### src/mgp_pkg.sv
// package: register map, field layout and timing figures of the metering control bank
package mgp_pkg;
  // ==========================================================
  // register indexes; byte address is four times the index
  localparam logic [15:0] MGP_IDX_PATH_CTRL3 = 16'h287A;
  localparam logic [15:0] MGP_IDX_PHC_CTRL1 = 16'h287B;
  localparam logic [15:0] MGP_IDX_PHC_CTRL2 = 16'h287C;
  localparam logic [15:0] MGP_IDX_NO_LOAD = 16'h287F;
  localparam logic [15:0] MGP_IDX_IRQ_STATUS = 16'h2880;
  localparam logic [15:0] MGP_IDX_IRQ_MASK = 16'h2881;
  // ==========================================================
  // path control three fields
  localparam int MGP_ZC_EN_BIT = 7;
  localparam int MGP_BPF_EN_BIT = 6;
  localparam int MGP_VQUART_BIT = 5;
  localparam int MGP_E2_SEL_BIT = 4;
  localparam int MGP_I2_SIGN_BIT = 3;
  localparam int MGP_I2_EXP_LSB = 0;
  localparam int MGP_EXP_W = 3;
  localparam logic [2:0] MGP_EXP_MAX = 3'h5;
  // ==========================================================
  // phase compensation fields
  localparam int MGP_PHC_TARGET_BIT = 7;
  localparam logic [7:0] MGP_PHC_MASK = 8'hBF;
  localparam int MGP_COARSE_W = 6;
  localparam int MGP_FINE_W = 2;
  localparam int MGP_FINE_A_LSB = 0;
  localparam int MGP_FINE_B_LSB = 2;
  localparam logic [7:0] MGP_NO_LOAD_MASK = 8'h0F;
  // ==========================================================
  // reset values
  localparam logic [7:0] MGP_RST_PATH_CTRL3 = 8'h00;
  localparam logic [7:0] MGP_RST_PHC_CTRL1 = 8'h00;
  localparam logic [7:0] MGP_RST_PHC_CTRL2 = 8'h00;
  localparam logic [7:0] MGP_RST_NO_LOAD = 8'h00;
  // ==========================================================
  // interrupt status layout
  localparam int MGP_IRQ_W = 2;
  localparam int MGP_IRQ_ZC_BIT = 0;
  localparam int MGP_IRQ_BADEXP_BIT = 1;
  // ==========================================================
  // phase step figures: sample rate in Hz, resolution and span in micro-degrees
  localparam int MGP_PHC_FSMPL_HZ = 3276800;
  localparam int MGP_PHC_STEP_UDEG = 5500;
  localparam int MGP_PHC_SPAN_UDEG = 1400000;
  localparam int MGP_PHC_STEPS = 1 << (MGP_COARSE_W + MGP_FINE_W);
  localparam int MGP_PHC_SPAN_STEPS = MGP_PHC_SPAN_UDEG / MGP_PHC_STEP_UDEG;
  // ==========================================================
  // bus answer timing in core clocks
  localparam int MGP_BUS_WAIT_CYC = 1;
  typedef enum logic [1:0] {MGP_BUS_IDLE, MGP_BUS_ACK, MGP_BUS_DONE} mgp_bus_state_t;
endpackage

### src/mgp_sample_gain.sv
// registered power-of-two gain stage with sign and optional quarter scaling
`timescale 1ns/1ps
`default_nettype none
module mgp_sample_gain
  import mgp_pkg::*;
#(
  parameter int W = 24
) (
  input wire logic core_clk,
  input wire logic sys_rst,
  input wire logic signed [W-1:0] sample_in,
  input wire logic gain_negative,
  input wire logic [MGP_EXP_W-1:0] gain_exp,
  input wire logic quarter,
  output var logic signed [W+4:0] sample_out_q
);
  // elaboration check: the shift and quarter steps need a few bits
  if (W < 4) begin : g_bad_w
    $error("mgp_sample_gain: W too small");
  end

  // clamp exponent to the top legal value
  logic [MGP_EXP_W-1:0] exp_c;
  logic signed [W+4:0] ext;
  logic signed [W+4:0] shifted;
  logic signed [W+4:0] scaled;
  always_comb begin
    exp_c = (gain_exp > MGP_EXP_MAX) ? MGP_EXP_MAX : gain_exp;
    ext = (W+5)'(sample_in);
    shifted = ext <<< exp_c;
    scaled = quarter ? (shifted >>> 2) : shifted;
  end

  // output register with sign selection
  always_ff @(posedge core_clk or posedge sys_rst) begin
    if (sys_rst) begin
      sample_out_q <= '0;
    end else begin
      sample_out_q <= gain_negative ? -scaled : scaled;
    end
  end
endmodule
`default_nettype wire

### src/mgp_phase_delay.sv
// one phase compensation channel: routes the 8-bit delay to voltage or current
`timescale 1ns/1ps
`default_nettype none
module mgp_phase_delay
  import mgp_pkg::*;
(
  input wire logic core_clk,
  input wire logic sys_rst,
  input wire logic delay_target,
  input wire logic [MGP_COARSE_W-1:0] coarse_delay,
  input wire logic [MGP_FINE_W-1:0] fine_delay,
  output var logic [7:0] volt_delay_q,
  output var logic [7:0] cur_delay_q
);
  // coarse bits on top, fine bits below
  logic [7:0] full_delay;
  assign full_delay = {coarse_delay, fine_delay};

  // only the selected signal is delayed
  always_ff @(posedge core_clk or posedge sys_rst) begin
    if (sys_rst) begin
      volt_delay_q <= '0;
      cur_delay_q <= '0;
    end else begin
      volt_delay_q <= delay_target ? full_delay : 8'h00;
      cur_delay_q <= delay_target ? 8'h00 : full_delay;
    end
  end
endmodule
`default_nettype wire

### src/mgp_metering_ctrl.sv
// metering gain and phase control bank with Avalon-MM slave and interrupt
// Operation
// - zero-crossing interrupt reaches the processor only while its enable bit is one.
// - band-pass filter in RMS paths is used when its enable bit is one.
// - quarter bit set gives the voltage channel a quarter of its configured gain.
// - select bit zero: second path computes reactive power from I1, sign inverted.
// - select bit one: second path computes active power and energy from I2.
// - I2 gain sign bit zero is positive gain, one is negative gain.
// - I2 gain is two to the three-bit exponent; software uses zero to five.
// - channel A delays voltage when target bit is one, else current I1.
// - channel A delay is six coarse bits above two fine no-load bits.
// - at 3.2768 MHz each delay step is 0.0055 degrees, span 1.4 degrees.
// - channel B delays voltage when target bit is one, else current I2.
// - channel B delay is six coarse bits above its two fine no-load bits.
// - any system reset returns all these control registers to defaults.
`timescale 1ns/1ps
`default_nettype none
module mgp_metering_ctrl
  import mgp_pkg::*;
#(
  parameter int SAMPLE_W = 24
) (
  input wire logic core_clk,
  input wire logic sys_rst,
  input wire logic [15:0] avs_address,
  input wire logic avs_read,
  input wire logic avs_write,
  input wire logic [31:0] avs_writedata,
  input wire logic [3:0] avs_byteenable,
  output var logic [31:0] avs_readdata,
  output var logic avs_waitrequest,
  input wire logic zero_cross_event,
  output var logic irq,
  output var logic rms_bandpass_enable,
  output var logic e2_active_from_i2,
  output var logic e2_reactive_invert,
  input wire logic signed [SAMPLE_W-1:0] voltage_sample,
  input wire logic volt_gain_negative,
  input wire logic [2:0] volt_gain_exp,
  output var logic signed [SAMPLE_W+4:0] voltage_scaled,
  input wire logic signed [SAMPLE_W-1:0] i2_sample,
  output var logic signed [SAMPLE_W+4:0] i2_scaled,
  output var logic [7:0] chan_a_volt_delay,
  output var logic [7:0] chan_a_i1_delay,
  output var logic [7:0] chan_b_volt_delay,
  output var logic [7:0] chan_b_i2_delay
);
  // elaboration checks on the sample width and the delay span
  if (SAMPLE_W < 4 || SAMPLE_W > 26) begin : g_bad_w
    $error("mgp_metering_ctrl: SAMPLE_W out of range");
  end
  if (MGP_PHC_STEPS * MGP_PHC_STEP_UDEG < MGP_PHC_SPAN_UDEG) begin : g_bad_span
    $error("delay span too short");
  end

  // ==========================================================
  // address decode helpers
  function automatic logic [15:0] reg_addr(input logic [15:0] idx);
    reg_addr = {idx[13:0], 2'b00};
  endfunction

  function automatic logic hit(input logic [15:0] addr, input logic [15:0] idx);
    hit = (addr == reg_addr(idx));
  endfunction

  // ==========================================================
  // registers
  logic [7:0] path_ctrl3_q;
  logic [7:0] phc_ctrl1_q;
  logic [7:0] phc_ctrl2_q;
  logic [7:0] no_load_q;
  logic [MGP_IRQ_W-1:0] irq_status_q;
  logic [MGP_IRQ_W-1:0] irq_mask_q;
  mgp_bus_state_t bus_state_q;
  logic [31:0] rdata_d;
  logic wr_commit;
  logic [7:0] wbyte;
  logic bad_exp_event;
  logic [MGP_IRQ_W-1:0] irq_eff_mask;
  logic req;

  assign req = avs_read | avs_write;
  assign wbyte = avs_writedata[7:0];
  // write takes effect only at the edge where waitrequest is seen low
  assign wr_commit = avs_write && (bus_state_q == MGP_BUS_ACK) && avs_byteenable[0];

  // ==========================================================
  // read mux; unmapped and reserved bits read as zero
  always_comb begin
    rdata_d = 32'h0000_0000;
    if (hit(avs_address, MGP_IDX_PATH_CTRL3)) begin
      rdata_d[7:0] = path_ctrl3_q;
    end else if (hit(avs_address, MGP_IDX_PHC_CTRL1)) begin
      rdata_d[7:0] = phc_ctrl1_q & MGP_PHC_MASK;
    end else if (hit(avs_address, MGP_IDX_PHC_CTRL2)) begin
      rdata_d[7:0] = phc_ctrl2_q & MGP_PHC_MASK;
    end else if (hit(avs_address, MGP_IDX_NO_LOAD)) begin
      rdata_d[7:0] = no_load_q & MGP_NO_LOAD_MASK;
    end else if (hit(avs_address, MGP_IDX_IRQ_STATUS)) begin
      rdata_d[MGP_IRQ_W-1:0] = irq_status_q;
    end else if (hit(avs_address, MGP_IDX_IRQ_MASK)) begin
      rdata_d[MGP_IRQ_W-1:0] = irq_mask_q;
    end
  end

  // ==========================================================
  // bus handshake: one wait cycle, answer, then one idle cycle
  always_ff @(posedge core_clk or posedge sys_rst) begin
    if (sys_rst) begin
      bus_state_q <= MGP_BUS_IDLE;
      avs_waitrequest <= 1'b1;
      avs_readdata <= 32'h0000_0000;
    end else begin
      unique case (bus_state_q)
        MGP_BUS_IDLE: begin
          if (req) begin
            bus_state_q <= MGP_BUS_ACK;
            avs_waitrequest <= 1'b0;
            avs_readdata <= avs_read ? rdata_d : 32'h0000_0000;
          end
        end
        MGP_BUS_ACK: begin
          bus_state_q <= MGP_BUS_DONE;
          avs_waitrequest <= 1'b1;
        end
        MGP_BUS_DONE: begin
          bus_state_q <= MGP_BUS_IDLE;
          avs_readdata <= 32'h0000_0000;
        end
        // unused state code falls back to idle
        default: begin
          bus_state_q <= MGP_BUS_IDLE;
          avs_waitrequest <= 1'b1;
        end
      endcase
    end
  end

  // ==========================================================
  // control registers; all return to defaults on reset
  always_ff @(posedge core_clk or posedge sys_rst) begin
    if (sys_rst) begin
      path_ctrl3_q <= MGP_RST_PATH_CTRL3;
      phc_ctrl1_q <= MGP_RST_PHC_CTRL1;
      phc_ctrl2_q <= MGP_RST_PHC_CTRL2;
      no_load_q <= MGP_RST_NO_LOAD;
      irq_mask_q <= '0;
    end else if (wr_commit) begin
      if (hit(avs_address, MGP_IDX_PATH_CTRL3)) path_ctrl3_q <= wbyte;
      if (hit(avs_address, MGP_IDX_PHC_CTRL1)) phc_ctrl1_q <= wbyte & MGP_PHC_MASK;
      if (hit(avs_address, MGP_IDX_PHC_CTRL2)) phc_ctrl2_q <= wbyte & MGP_PHC_MASK;
      if (hit(avs_address, MGP_IDX_NO_LOAD)) no_load_q <= wbyte & MGP_NO_LOAD_MASK;
      if (hit(avs_address, MGP_IDX_IRQ_MASK)) irq_mask_q <= wbyte[MGP_IRQ_W-1:0];
    end
  end

  // ==========================================================
  // interrupt status: sticky, write one to clear, set wins
  assign bad_exp_event = wr_commit && hit(avs_address, MGP_IDX_PATH_CTRL3)
    && (wbyte[MGP_I2_EXP_LSB +: MGP_EXP_W] > MGP_EXP_MAX);

  always_ff @(posedge core_clk or posedge sys_rst) begin
    if (sys_rst) begin
      irq_status_q <= '0;
    end else begin
      for (int i = 0; i < MGP_IRQ_W; i++) begin
        if ((i == MGP_IRQ_ZC_BIT && zero_cross_event)
            || (i == MGP_IRQ_BADEXP_BIT && bad_exp_event)) begin
          irq_status_q[i] <= 1'b1;
        end else if (wr_commit && hit(avs_address, MGP_IDX_IRQ_STATUS) && wbyte[i]) begin
          irq_status_q[i] <= 1'b0;
        end
      end
    end
  end

  // zero-crossing line also gated by its enable bit
  always_comb begin
    irq_eff_mask = irq_mask_q;
    irq_eff_mask[MGP_IRQ_ZC_BIT] = irq_mask_q[MGP_IRQ_ZC_BIT]
      & path_ctrl3_q[MGP_ZC_EN_BIT];
  end

  always_ff @(posedge core_clk or posedge sys_rst) begin
    if (sys_rst) begin
      irq <= 1'b0;
    end else begin
      irq <= |(irq_status_q & irq_eff_mask);
    end
  end

  // ==========================================================
  // datapath mode outputs
  always_ff @(posedge core_clk or posedge sys_rst) begin
    if (sys_rst) begin
      // follow the register defaults so the mode pair never agrees
      rms_bandpass_enable <= MGP_RST_PATH_CTRL3[MGP_BPF_EN_BIT];
      e2_active_from_i2 <= MGP_RST_PATH_CTRL3[MGP_E2_SEL_BIT];
      e2_reactive_invert <= ~MGP_RST_PATH_CTRL3[MGP_E2_SEL_BIT];
    end else begin
      rms_bandpass_enable <= path_ctrl3_q[MGP_BPF_EN_BIT];
      e2_active_from_i2 <= path_ctrl3_q[MGP_E2_SEL_BIT];
      e2_reactive_invert <= ~path_ctrl3_q[MGP_E2_SEL_BIT];
    end
  end

  // ==========================================================
  // gain stages
  mgp_sample_gain #(.W(SAMPLE_W)) u_volt_gain (
    .core_clk(core_clk),
    .sys_rst(sys_rst),
    .sample_in(voltage_sample),
    .gain_negative(volt_gain_negative),
    .gain_exp(volt_gain_exp),
    .quarter(path_ctrl3_q[MGP_VQUART_BIT]),
    .sample_out_q(voltage_scaled)
  );

  mgp_sample_gain #(.W(SAMPLE_W)) u_i2_gain (
    .core_clk(core_clk),
    .sys_rst(sys_rst),
    .sample_in(i2_sample),
    .gain_negative(path_ctrl3_q[MGP_I2_SIGN_BIT]),
    .gain_exp(path_ctrl3_q[MGP_I2_EXP_LSB +: MGP_EXP_W]),
    .quarter(1'b0),
    .sample_out_q(i2_scaled)
  );

  // ==========================================================
  // phase compensation channels; one delay step per sample at the phase rate
  mgp_phase_delay u_chan_a (
    .core_clk(core_clk),
    .sys_rst(sys_rst),
    .delay_target(phc_ctrl1_q[MGP_PHC_TARGET_BIT]),
    .coarse_delay(phc_ctrl1_q[MGP_COARSE_W-1:0]),
    .fine_delay(no_load_q[MGP_FINE_A_LSB +: MGP_FINE_W]),
    .volt_delay_q(chan_a_volt_delay),
    .cur_delay_q(chan_a_i1_delay)
  );

  mgp_phase_delay u_chan_b (
    .core_clk(core_clk),
    .sys_rst(sys_rst),
    .delay_target(phc_ctrl2_q[MGP_PHC_TARGET_BIT]),
    .coarse_delay(phc_ctrl2_q[MGP_COARSE_W-1:0]),
    .fine_delay(no_load_q[MGP_FINE_B_LSB +: MGP_FINE_W]),
    .volt_delay_q(chan_b_volt_delay),
    .cur_delay_q(chan_b_i2_delay)
  );
endmodule
`default_nettype wire

### config.mk
export PLATFORM = sky130hd
export DESIGN_NAME = mgp_metering_ctrl
export DESIGN_NICKNAME = d
export VERILOG_FILES = /design/src/mgp_pkg.sv /design/src/mgp_sample_gain.sv /design/src/mgp_phase_delay.sv /design/src/mgp_metering_ctrl.sv
export SDC_FILE = /design/constraint.sdc
export NUM_CORES = 1
export LEC_CHECK = 0
export ABC_AREA = 0
export BUFFER_PORTS_ARGS = -buffer_cell sky130_fd_sc_hd__buf_2
export CAP_MARGIN = 20
export CORE_MARGIN = 1.5
export CORE_UTILIZATION = 54
export DETAILED_ROUTE_END_ITERATION = 8
export PLACE_DENSITY = 0.9
export SLEW_MARGIN = 20
export SYNTH_ARGS = -nofsm -noshare
export SYNTH_HDL_FRONTEND = slang
export SYNTH_SLANG_ARGS = --single-unit
### constraint.sdc
create_clock -name core_clk -period 4.28 [get_ports core_clk]
set_input_delay 0.214 -clock core_clk [delete_from_list [all_inputs] [get_ports core_clk]]
set_output_delay 0.214 -clock core_clk [all_outputs]
set_load 0.03 [all_outputs]
Word-level counts from Yosys, hierarchy flattened. Index checks and enable logic that the tools add are counted.

Word-level logic and storage cells: 87. Bits of input ports: 109. Flip-flop bits (word level): 159. Output and inout port bits: 127.

Mux-type cells: 27. Magnitude comparators: 3. Add/subtract/negate cells: 2. Shift-type cells: 2. Equality and inequality tests: 9. Bitwise logic cells: 5. Reductions and logical operators: 19.

Operators with widths (count): 16-bit equality test, second input constant (6); 8-bit 2-to-1 mux (8); 32-bit case mux with 2 select lines (1); 29-bit 2-to-1 mux (2); 29-bit negation (2); 24-bit by 3-bit <<< shifter with 29-bit output (2); 32-bit 2-to-1 mux (1); 28-bit 2-to-1 mux (1); 2-bit AND reduction (7); 2-bit 2-to-1 mux (5); 3-bit greater-than comparator, second input constant (3); 1-bit logical AND (7); 3-bit 2-to-1 mux (2); 2-bit nonzero test (3); 1-bit 2-to-1 mux (5); 2-bit case mux with 2 select lines (1); 2-bit AND (1); 2-bit by 1-bit equality test with 1-bit output, second input constant (1); 2-bit equality test, second input constant (1); 2-bit zero test (1); 2-bit inequality test, second input constant (1); 1-bit inverter (2); 1-bit case mux with 2 select lines (1); 2-bit OR reduction (1); 2 further kinds (2).

Logic depth before layout (Yosys ltp). Gate-level depths: netlist of run 1.

Word-level depth: 10. Depth in mapped cells: 15.

By module. Synthesis of run 1 repeated with hierarchy kept, for this count alone.

Cells, all modules: 1017. Area, all modules: 10202.3 µm².

Modules (own cells, without submodules): mgp_sample_gain (cells an instance 371, times used 2, sequential area each 725.7 µm², area an instance 3400.8 µm²); mgp_metering_ctrl (cells an instance 207, times used 1, sequential area each 1128.6 µm², area an instance 2354.8 µm²); mgp_phase_delay (cells an instance 34, times used 2, sequential area each 400.4 µm², area an instance 523.0 µm²).

Worst setup path before layout of run 1. Ideal clock, no wire load.

Kind: reg-to-reg. Start: register path_ctrl3_q[5]. End: register u_volt_gain.sample_out_q[18]. Setup slack: 1.115 ns. Clock period less this slack: 3.165 ns. Cell stages (with the launch flop): 14. Arrival: 3.086 ns. Setup time: 0.079 ns. Path through: dfrtp_1 buf_2 buf_1 mux2_2 nand2_1 a31oi_1 inv_1 ha_1 inv_1 or4_4 or4_4 buf_6 o31ai_2 xor2_1.

Cells in the longest elaborated chain, start to end: 3.

Ends and longest elaborated chain: start: declaration (RTL line mgp_metering_ctrl.sv:68) `logic [7:0] path_ctrl3_q;`; start signal: assignment (RTL line mgp_metering_ctrl.sv:149) `if (hit(avs_address, MGP_IDX_PATH_CTRL3)) path_ctrl3_q <= wbyte;`; 28-bit 2-to-1 mux (RTL line mgp_sample_gain.sv:31) `scaled = quarter ? (shifted >>> 2) : shifted;`; named net u_volt_gain.scaled[0] (RTL line mgp_sample_gain.sv:26) `logic signed [W+4:0] scaled;`; 29-bit negation (RTL line mgp_sample_gain.sv:39) `sample_out_q <= gain_negative ? -scaled : scaled;`; 29-bit 2-to-1 mux (RTL line mgp_sample_gain.sv:39); end signal: assignment (RTL line mgp_sample_gain.sv:39); end: declaration (RTL line mgp_sample_gain.sv:15) `output var logic signed [W+4:0] sample_out_q`.

The timed path passes the listed nets, and every way through them passes these cells. A chain may end at the register's enable or synchronous reset.

Worst setup path after layout of run 1.
Start: register path_ctrl3_q[0]. End: register u_i2_gain.sample_out_q[21].

Cells in the longest elaborated chain, start to end: 5.

Ends and longest elaborated chain: 3-bit greater-than comparator (RTL line mgp_sample_gain.sv:28) `exp_c = (gain_exp > MGP_EXP_MAX) ? MGP_EXP_MAX : gain_exp;`; 3-bit 2-to-1 mux * (RTL line mgp_sample_gain.sv:28); 24-bit by 3-bit <<< shifter with 29-bit output * (RTL line mgp_sample_gain.sv:30) `shifted = ext <<< exp_c;`; 29-bit negation (RTL line mgp_sample_gain.sv:39); 29-bit 2-to-1 mux * (RTL line mgp_sample_gain.sv:39); end signal: assignment (RTL line mgp_sample_gain.sv:39); end: declaration (RTL line mgp_sample_gain.sv:15).

Mark *: on every way between the ends. The rest lies on a longest branch, timed or not.

==> results of run 1 <==
-- worst max-delay path: stages, from the launching register on --
cell	delay, ns
sky130_fd_sc_hd__dfrtp_2	0.54
sky130_fd_sc_hd__buf_4	0.30
sky130_fd_sc_hd__mux4_2	0.52
sky130_fd_sc_hd__nor2_1	0.10
sky130_fd_sc_hd__a21oi_1	0.09
sky130_fd_sc_hd__nor4_1	0.85
sky130_fd_sc_hd__nand4_1	0.43
sky130_fd_sc_hd__o31ai_1	0.39
sky130_fd_sc_hd__xnor2_1	0.16
-- what timing repair did --
item / 4_1_cts / 5_1_grt
endpoints found under the setup margin: 0 / 0
endpoints found under the hold margin: 8 / 0
setup buffers: 0 / 0
hold buffers: 2 / 0
-- power by group --
| part | leakage, nW | internal (mW) | switching, mW | total, mW |
|---|---|---|---|---|
| logic | 2.88 | 0.235 | 0.484 | 0.719 |
| clock network | 0.295 | 0.837 | 0.630 | 1.47 |
| registers | 1.73 | 1.35 | 0.0230 | 1.37 |
-- layer usage --
layer	global-route usage, %	vias to the layer above	part of all wire (%)
li1	-	3589	-
met1	33.7	3733	40
met2	45.1	410	50
met3	5.25	57	7.3
met4	8.83	0	2.5
met5	0	-	0
-- registers in the layout (all words and copies together), names as in the netlist --
name and flops:
irq 1, u_i2_gain.sample_out_q 29, bus_state_q 2, avs_waitrequest 1, phc_ctrl2_q 7, e2_active_from_i2 1, rms_bandpass_enable 1, u_chan_b.cur_delay_q 8
no_load_q 4, u_chan_b.volt_delay_q 8, phc_ctrl1_q 7, path_ctrl3_q 8, avs_readdata 8, irq_mask_q 2, u_volt_gain.sample_out_q 29, e2_reactive_invert 1
u_chan_a.volt_delay_q 8, irq_status_q 2, u_chan_a.cur_delay_q 8
-- final cells by class --
class,count,area share (%)
Inverter,18,0.691
Timing Repair Buffer,204,10.3
Sequential cell,135,32.2
Tap cell,216,2.57
Clock buffer,17,4.05
Multi-Input combinational cell,686,48.5
Clock inverter,15,1.72
-- path summary, 6_finish.rpt --
path	startpoint	endpoint	slack, ns	depth (start not counted)
max reg2reg	path_ctrl3_q[0]	u_i2_gain.sample_out_q[21]	0.81	8
min in group asynchronous	sys_rst	u_volt_gain.sample_out_q[25]	0.49	3
max in group asynchronous	sys_rst	u_i2_gain.sample_out_q[6]	2.74	4
min	avs_writedata[6]	path_ctrl3_q[6]	0.03	2
max	path_ctrl3_q[0]	u_i2_gain.sample_out_q[21]	0.81	8
min reg2reg	path_ctrl3_q[6]	rms_bandpass_enable	0.42	0
-- cell families (layout without fill, tap and decap cells) --
family          count (synthesis)  count (layout)
compound gates                213             213
xor+xnor                       55              55
fa+ha+maj                       2               2
buf+inv                        99             254
flops                         135             135
mux                           128             128
other cells                     1              24
simple gates                  264             264
-- metrics by stage --
step           util [%]  power, mW  setup slack, ns  cells  cell area (um2)
2_1_floorplan         -       1.91            0.458    920             8990
3_3_place_gp       61.7       2.09            0.819   1257             9870
3_5_place_dp       61.7       2.10            0.817   1257             9870
4_1_cts            65.6       3.58            0.923   1291            10500
5_1_grt            65.6       3.70            0.623   1291            10500
6_report           65.6       3.55            0.814   1291            10500
-- layout by cell type (no fill, tap or decap), drive strengths merged, types with 8 or more instances in the layout --
master / n
nand4: 12
mux4: 21
nor2b: 27
nand2: 59
inv: 26
o21ai: 53
clkbuf: 17
nor4: 12
mux2i: 61
nand2b: 8
a21oi: 41
o21a: 11
xnor2: 40
buf: 202
and2: 24
nand3: 13
or2: 10
o31ai: 18
nor3: 15
xor2: 15
nor2: 51
dfrtp: 133
mux2: 46
conb: 24
o22ai: 8
==> results by group, run 1 <==
Status
  • Status: finished clean

Final layout
  • Fraction of final layout cells sized beyond drive strength 1: 30.9%
  • Count of nets after finishing: 1,173
  • Area growth syn-to-layout: 17.8%
  • # fillers: between 1,000 and 1,500
  • Combined flip-flop and latch cell area: 3380 um2
  • Area of combinational cells with multiple inputs: 5090 um2
  • N_diodes: 0

Power
  • Largest voltage drop on the vdd net: about 0.00024 V
  • Areal power density over the cells: 339 nW/um2
  • Leakage power figure: ~5 nW

Clock network
  • Clock transition time at the flip-flop clock pins of the worst setup and hold paths: around 0.070 ns
  • CTS tree: yes
  • Number of sinks driven by the clock tree: 135
  • Count of H-tree levels built during CTS: 4
  • CTS Buf Count: 17
  • Clock latency on the worst-skew pair: 0.42 ns
  • Maximum clock path buffer count: 2
  • PostCTS Resize Cnt: 0
  • Buffer type at the clock tree root: sky130_fd_sc_hd__clkbuf_16

Floorplanning
  • Core ar.: 16,000 um2
  • Vertical die dimension: between 100 and 150 um
  • Initial standard-cell utilization of the core: a little under three fifths
  • Die width: 131 um
  • Site row count: 46
  • Die Area: 17,300 um2
  • Count of boundary I/O pins: 236

Timing
  • Final Max Tran Viols: 0
  • Max_slew headroom: 34.6%
  • Setup repair after global routing missed its margin: false
  • Final worst-path cycle share: a little over 80%
  • Final setup violation count: 0
  • Fin Setup TNS: 0 ns
  • Fmax: 289 MHz
  • Clock skew after layout: 0.00839 ns
  • Shortest period the worst path allows: 3.47 ns
  • Hold slack final: 0.0314 ns
  • Hold Fails Final Rpt: 0
  • Transition time at the pin with the least slew margin: 0.971 ns

Global route
  • Largest net degree at the start of global routing: 97
  • Total global-route track usage: approximately a quarter
  • Total congestion overflow: 0
  • Number of global-route vias before repair: 7,300
  • First-pass GRT wire length: 37,000 um
  • Antenna violations before repair: 0

Synth
  • Synth Flop Type: sky130_fd_sc_hd__dfrtp_1
  • Main area contributors after synthesis: sky130_fd_sc_hd__dfrtp_1, sky130_fd_sc_hd__mux2i_1, sky130_fd_sc_hd__mux2_2, sky130_fd_sc_hd__mux4_2, sky130_fd_sc_hd__xnor2_1
  • Leading area contributor after synthesis: sky130_fd_sc_hd__dfrtp_1
  • Top-count cell post-synth: sky130_fd_sc_hd__dfrtp_1
  • Seq/Total Area, Yosys: 38.0%
  • Count of yosys warnings during synthesis: 0
  • Share of the synthesized netlist area taken by xor and xnor gates: 5.41%
  • Dominant combinational cell family by area after synthesis: multiplexers
  • Post-synth EDFFs: 0
  • Mapped cell area: 8910 um2
  • Synthesized area per cell: 9.93 um2
  • Adder-cell share of the synthesized area: 0.281%
  • Simple-gate portion of the synthesized area: about 16%
  • Post-synthesis mux area share: a little under a fifth
  • Seq cells post-synth: 135
  • Cells after Synth: roughly 900
  • Async set-reset flop share out of synthesis: 100%
  • Number of distinct library cells after synthesis: 79
  • Area share of the largest cell type after synthesis: around 37%
  • Cell types with the highest counts after synthesis: sky130_fd_sc_hd__dfrtp_1, sky130_fd_sc_hd__mux2i_1, sky130_fd_sc_hd__nand2_1
  • Compound-Gate Fraction of Synth Area: 16.6%

Route
  • Average via count per standard cell: 6.03
  • Count of nets left with antenna violations after detail routing: 0
  • DR vias: 7,789
  • Number of search-and-repair iterations in the first detailed-routing pass: 6
  • Initial DRC Count: 777
  • Detail-routed net length per standard cell: between 15 and 20 um
  • WL final: 22,900 um
  • DRC viols: 0

Worst setup path
  • Type of element capturing the critical path: register
  • Maximum fanout encountered on the critical timing path: 17
  • Arrival time at the worst endpoint: 3.79 ns
  • Setup crit start kind: register
  • Category of the critical setup timing path: register to register
  • Critical Path RT: roughly 4.6 ns

Run
  • Max-Cap Viols: 0

Placement
  • Port-buffer cells: roughly 180
  • Final HPWL from detailed placement: around 16,000 um
  • Placer Congestion: 0.904

Worst hold path
  • Worst min path class: primary input to register
Power figures use the tool's default switching activity.
==> run 2, diff against run 1 <==
clock period = 3.3 ns   (was 4.28 ns; I/O delays follow)
==> run 2 against run 1 <==
Net effect: routed wire length increased by 5.7%; critical path depth unchanged; cell area increased by 1.7%; largest power group unchanged; sequential cell count unchanged; clock skew is 0.0026 ns higher.
==> results by group, run 2 (synthesis results as in run 1) <==
Worst setup path
  • Category of the critical setup timing path: register to register (unchanged)
  • Capture instance of the worst register-to-register path: u_i2_gain.sample_out_q[26] (was u_i2_gain.sample_out_q[21])
  • Type of element capturing the critical path: register (unchanged)
  • R2R Path Start: path_ctrl3_q[0] (unchanged)
  • Internal reg-to-reg setup slack: 0.03 ns (was 0.81 ns)
  • Critical path, cell by cell: buf_4 > mux4_2 > nor2_1 > a21oi_1 > nor4_1 > nand4_1 > o31ai_1 > xnor2_1 (unchanged)
  • Critical Path RT: 3.63 ns (was 4.61 ns)
  • Maximum fanout encountered on the critical timing path: 23 (was 17)
  • Setup crit start kind: register (unchanged)
  • Number of cells on the worst reg-to-reg path: 8 (unchanged)
  • Critical Path Max Stage Delay: 0.79 ns (was 0.85 ns)
  • Buffers and inverters on the worst path: 1 (unchanged)
  • Arrival time at the worst endpoint: 3.60 ns (was 3.79 ns)
  • CP top delay family: simple AND/OR/NAND/NOR gates (unchanged)
  • Slowest-stage cell, CP: sky130_fd_sc_hd__nor4_1 (unchanged)

Floorplanning
  • Site row count: 46 (unchanged)
  • Count of boundary I/O pins: 236 (unchanged)
  • Die width: 131 um (unchanged)
  • Core ar.: 16,000 um2 (unchanged)
  • Die Area: 17,300 um2 (unchanged)
  • Vertical die dimension: 131 um (unchanged)
  • Initial standard-cell utilization of the core: 55.7% (unchanged)

Route
  • Initial DRC Count: 854 (was 777)
  • DRC viols: 0 (unchanged)
  • Detail-routed net length per standard cell: 18.5 um (was 17.8 um)
  • DR vias: 7,996 (was 7,789)
  • Average via count per standard cell: 6.09 (was 6.03)
  • Number of search-and-repair iterations in the first detailed-routing pass: 6 (unchanged)
  • WL final: 24,200 um (was 22,900 um)
  • Count of nets left with antenna violations after detail routing: 0 (unchanged)

Clock network
  • Number of buffers added for setup after CTS: 0 (unchanged)
  • Buffer type at the clock tree root: sky130_fd_sc_hd__clkbuf_16 (unchanged)
  • CTS Buf Count: 17 (unchanged)
  • Clock latency on the worst-skew pair: 0.42 ns (about the same)
  • Count of H-tree levels built during CTS: 4 (unchanged)
  • Number of sinks driven by the clock tree: 135 (unchanged)
  • Maximum clock path buffer count: 2 (unchanged)
  • Clock transition time at the flip-flop clock pins of the worst setup and hold paths: 0.07 ns (about the same)
  • CTS tree: yes (unchanged)

Timing
  • Transition time at the pin with the least slew margin: 0.977 ns (was 0.971 ns)
  • Fin Setup TNS: 0 ns (unchanged)
  • Max_slew headroom: 34.9% (was 34.6%)
  • Final Max Tran Viols: 0 (unchanged)
  • Setup slack of the critical path after layout: 0.0293 ns (was 0.814 ns)
  • Fmax: 306 MHz (was 289 MHz)
  • Final worst-path cycle share: 99.1% (was 81.0%)
  • Hold Fails Final Rpt: 0 (unchanged)
  • Final setup violation count: 0 (unchanged)
  • Clock skew after layout: 0.0110 ns (was 0.00839 ns)
  • Shortest period the worst path allows: 3.27 ns (was 3.47 ns)

Global route
  • Total congestion overflow: 0 (unchanged)
  • Most Used Layer, Global Route: met2 (unchanged)
  • Largest net degree at the start of global routing: 136 (was 97)
  • Total global-route track usage: 27.9% (was 26.4%)
  • Met3 global-route usage: 5.13% (was 5.25%)
  • Met2 track demand over resource: 46.8% (was 45.1%)
  • Met1 GRT Util: 35.3% (was 33.7%)
  • First-pass GRT wire length: 39,100 um (was 37,000 um)
  • Number of global-route vias before repair: 7,672 (was 7,300)
  • Antenna violations before repair: 0 (unchanged)

Power
  • Relative contribution of the clock network to total power: 41.0% (was 41.3%)
  • Proportion of power drawn by flip-flops and latches: 38.2% (was 38.5%)
  • Power, Total: 4.64 mW (was 3.55 mW)
  • Part of the power in combinational logic: 20.8% (was 20.2%)
  • Largest voltage drop on the vdd net: 0.000302 V (was 0.000238 V)
  • Leakage power figure: 5.00 nW (was 4.90 nW)
  • Internal Power: 3.15 mW (was 2.42 mW)
  • Switching Power: 1.49 mW (was 1.14 mW)
  • Net switching share of the total power: 32.1% (was 32.0%)
  • Areal power density over the cells: 435 nW/um2 (was 339 nW/um2)

Run
  • Max-Cap Viols: 0 (unchanged)

Final layout
  • N_diodes: 0 (unchanged)
  • Post-route non-filler standard cell count: 1,313 (was 1,291)
  • Area growth syn-to-layout: 19.9% (was 17.8%)
  • Most frequent cells in the layout: sky130_fd_sc_hd__buf_2, sky130_fd_sc_hd__dfrtp_1, sky130_fd_sc_hd__mux2i_1 (unchanged)
  • Leading cell type in the layout, fill and taps excluded: sky130_fd_sc_hd__buf_2 (unchanged)
  • Largest registers ranked by flip-flop count: u_i2_gain.sample_out_q: 29 flops, u_volt_gain.sample_out_q: 29 flops (unchanged)
  • Count of nets after finishing: 1,195 (was 1,173)
  • Fraction of final layout cells sized beyond drive strength 1: 32.3% (was 30.9%)

Placement
  • Placer Congestion: 0.916 (was 0.904)
  • Worst setup slack before clock tree synthesis: 0.269 ns (was 0.817 ns)
  • Port-buffer cells: 184 (unchanged)
  • Cell total after placement: 1,278 (was 1,257)
  • Final HPWL from detailed placement: 17,000 um (was 16,100 um)

Worst hold path
  • Worst min path class: primary input to register (unchanged)
  • Hold Path Depth: 2 (unchanged)
  • Launch instance of the worst min-delay path: avs_write (was avs_writedata[6])
  • WHS Endpoint: bus_state_q[0] (was path_ctrl3_q[6])

Status
  • Status: finished clean (unchanged)
[run 2: final cells by class]
class,instances,area [um2]
inverters,18,71.3
clock buffers,17,425
fillers,1213,5320
repair buffers,226,1260
clock inverters,15,175
well taps,216,270
multi-input cells,686,5100
flip-flops and latches,135,3380
[run 2: worst max-delay path by stage]
stage | end | cells past startpoint | slack, ns | start
6_report | u_i2_gain.sample_out_q[26] | 8 | 0.03 | path_ctrl3_q[0]
5_1_grt | u_i2_gain.sample_out_q[25] | 8 | -0.03 | path_ctrl3_q[0]
4_1_cts | u_i2_gain.sample_out_q[26] | 8 | 0.16 | path_ctrl3_q[0]
3_5_place_dp | u_volt_gain.sample_out_q[22] | 9 | 0.27 | volt_gain_exp[0]
3_3_place_gp | u_volt_gain.sample_out_q[18] | 8 | 0.31 | path_ctrl3_q[5]
2_1_floorplan | u_volt_gain.sample_out_q[18] | 13 | 0.13 | path_ctrl3_q[5]
[run 2: routing by layer]
metal  up-vias  routed length, um  share of wire, %
met4         0                817               3.4
met5         -                  0                 0
met2       475              11900                49
li1       3644                  -                 -
met3        80               1960               8.1
met1      3797               9590                40
[run 2: stage by stage]
step	cell area, um2	util [%]	hold WS [ns]
global route	10700	66.7	0.0143
CTS	10700	66.7	0.00997
floorplan	9000	-	0.257
detailed placement	10000	62.7	0.357
finish	10700	66.7	0.0251
global placement	10000	62.7	0.355
[run 2: power by group through the flow]
stage / clock network, mW / logic [mW] / registers (mW)
after global routing: 2.02 / 1.03 / 1.78
final: 1.90 / 0.965 / 1.77
after floorplan: 0 / 0.509 / 1.96
after global placement: 0 / 0.926 / 1.80
after detailed placement: 0 / 0.943 / 1.80
after CTS: 1.93 / 0.954 / 1.77
[run 2: repair_timing]
item / in CTS / in global routing
endpoints found under the setup margin: 0 / 5
resized for setup: 0 / 1
hold buffers: 3 / 0
endpoints found under the hold margin: 25 / 0
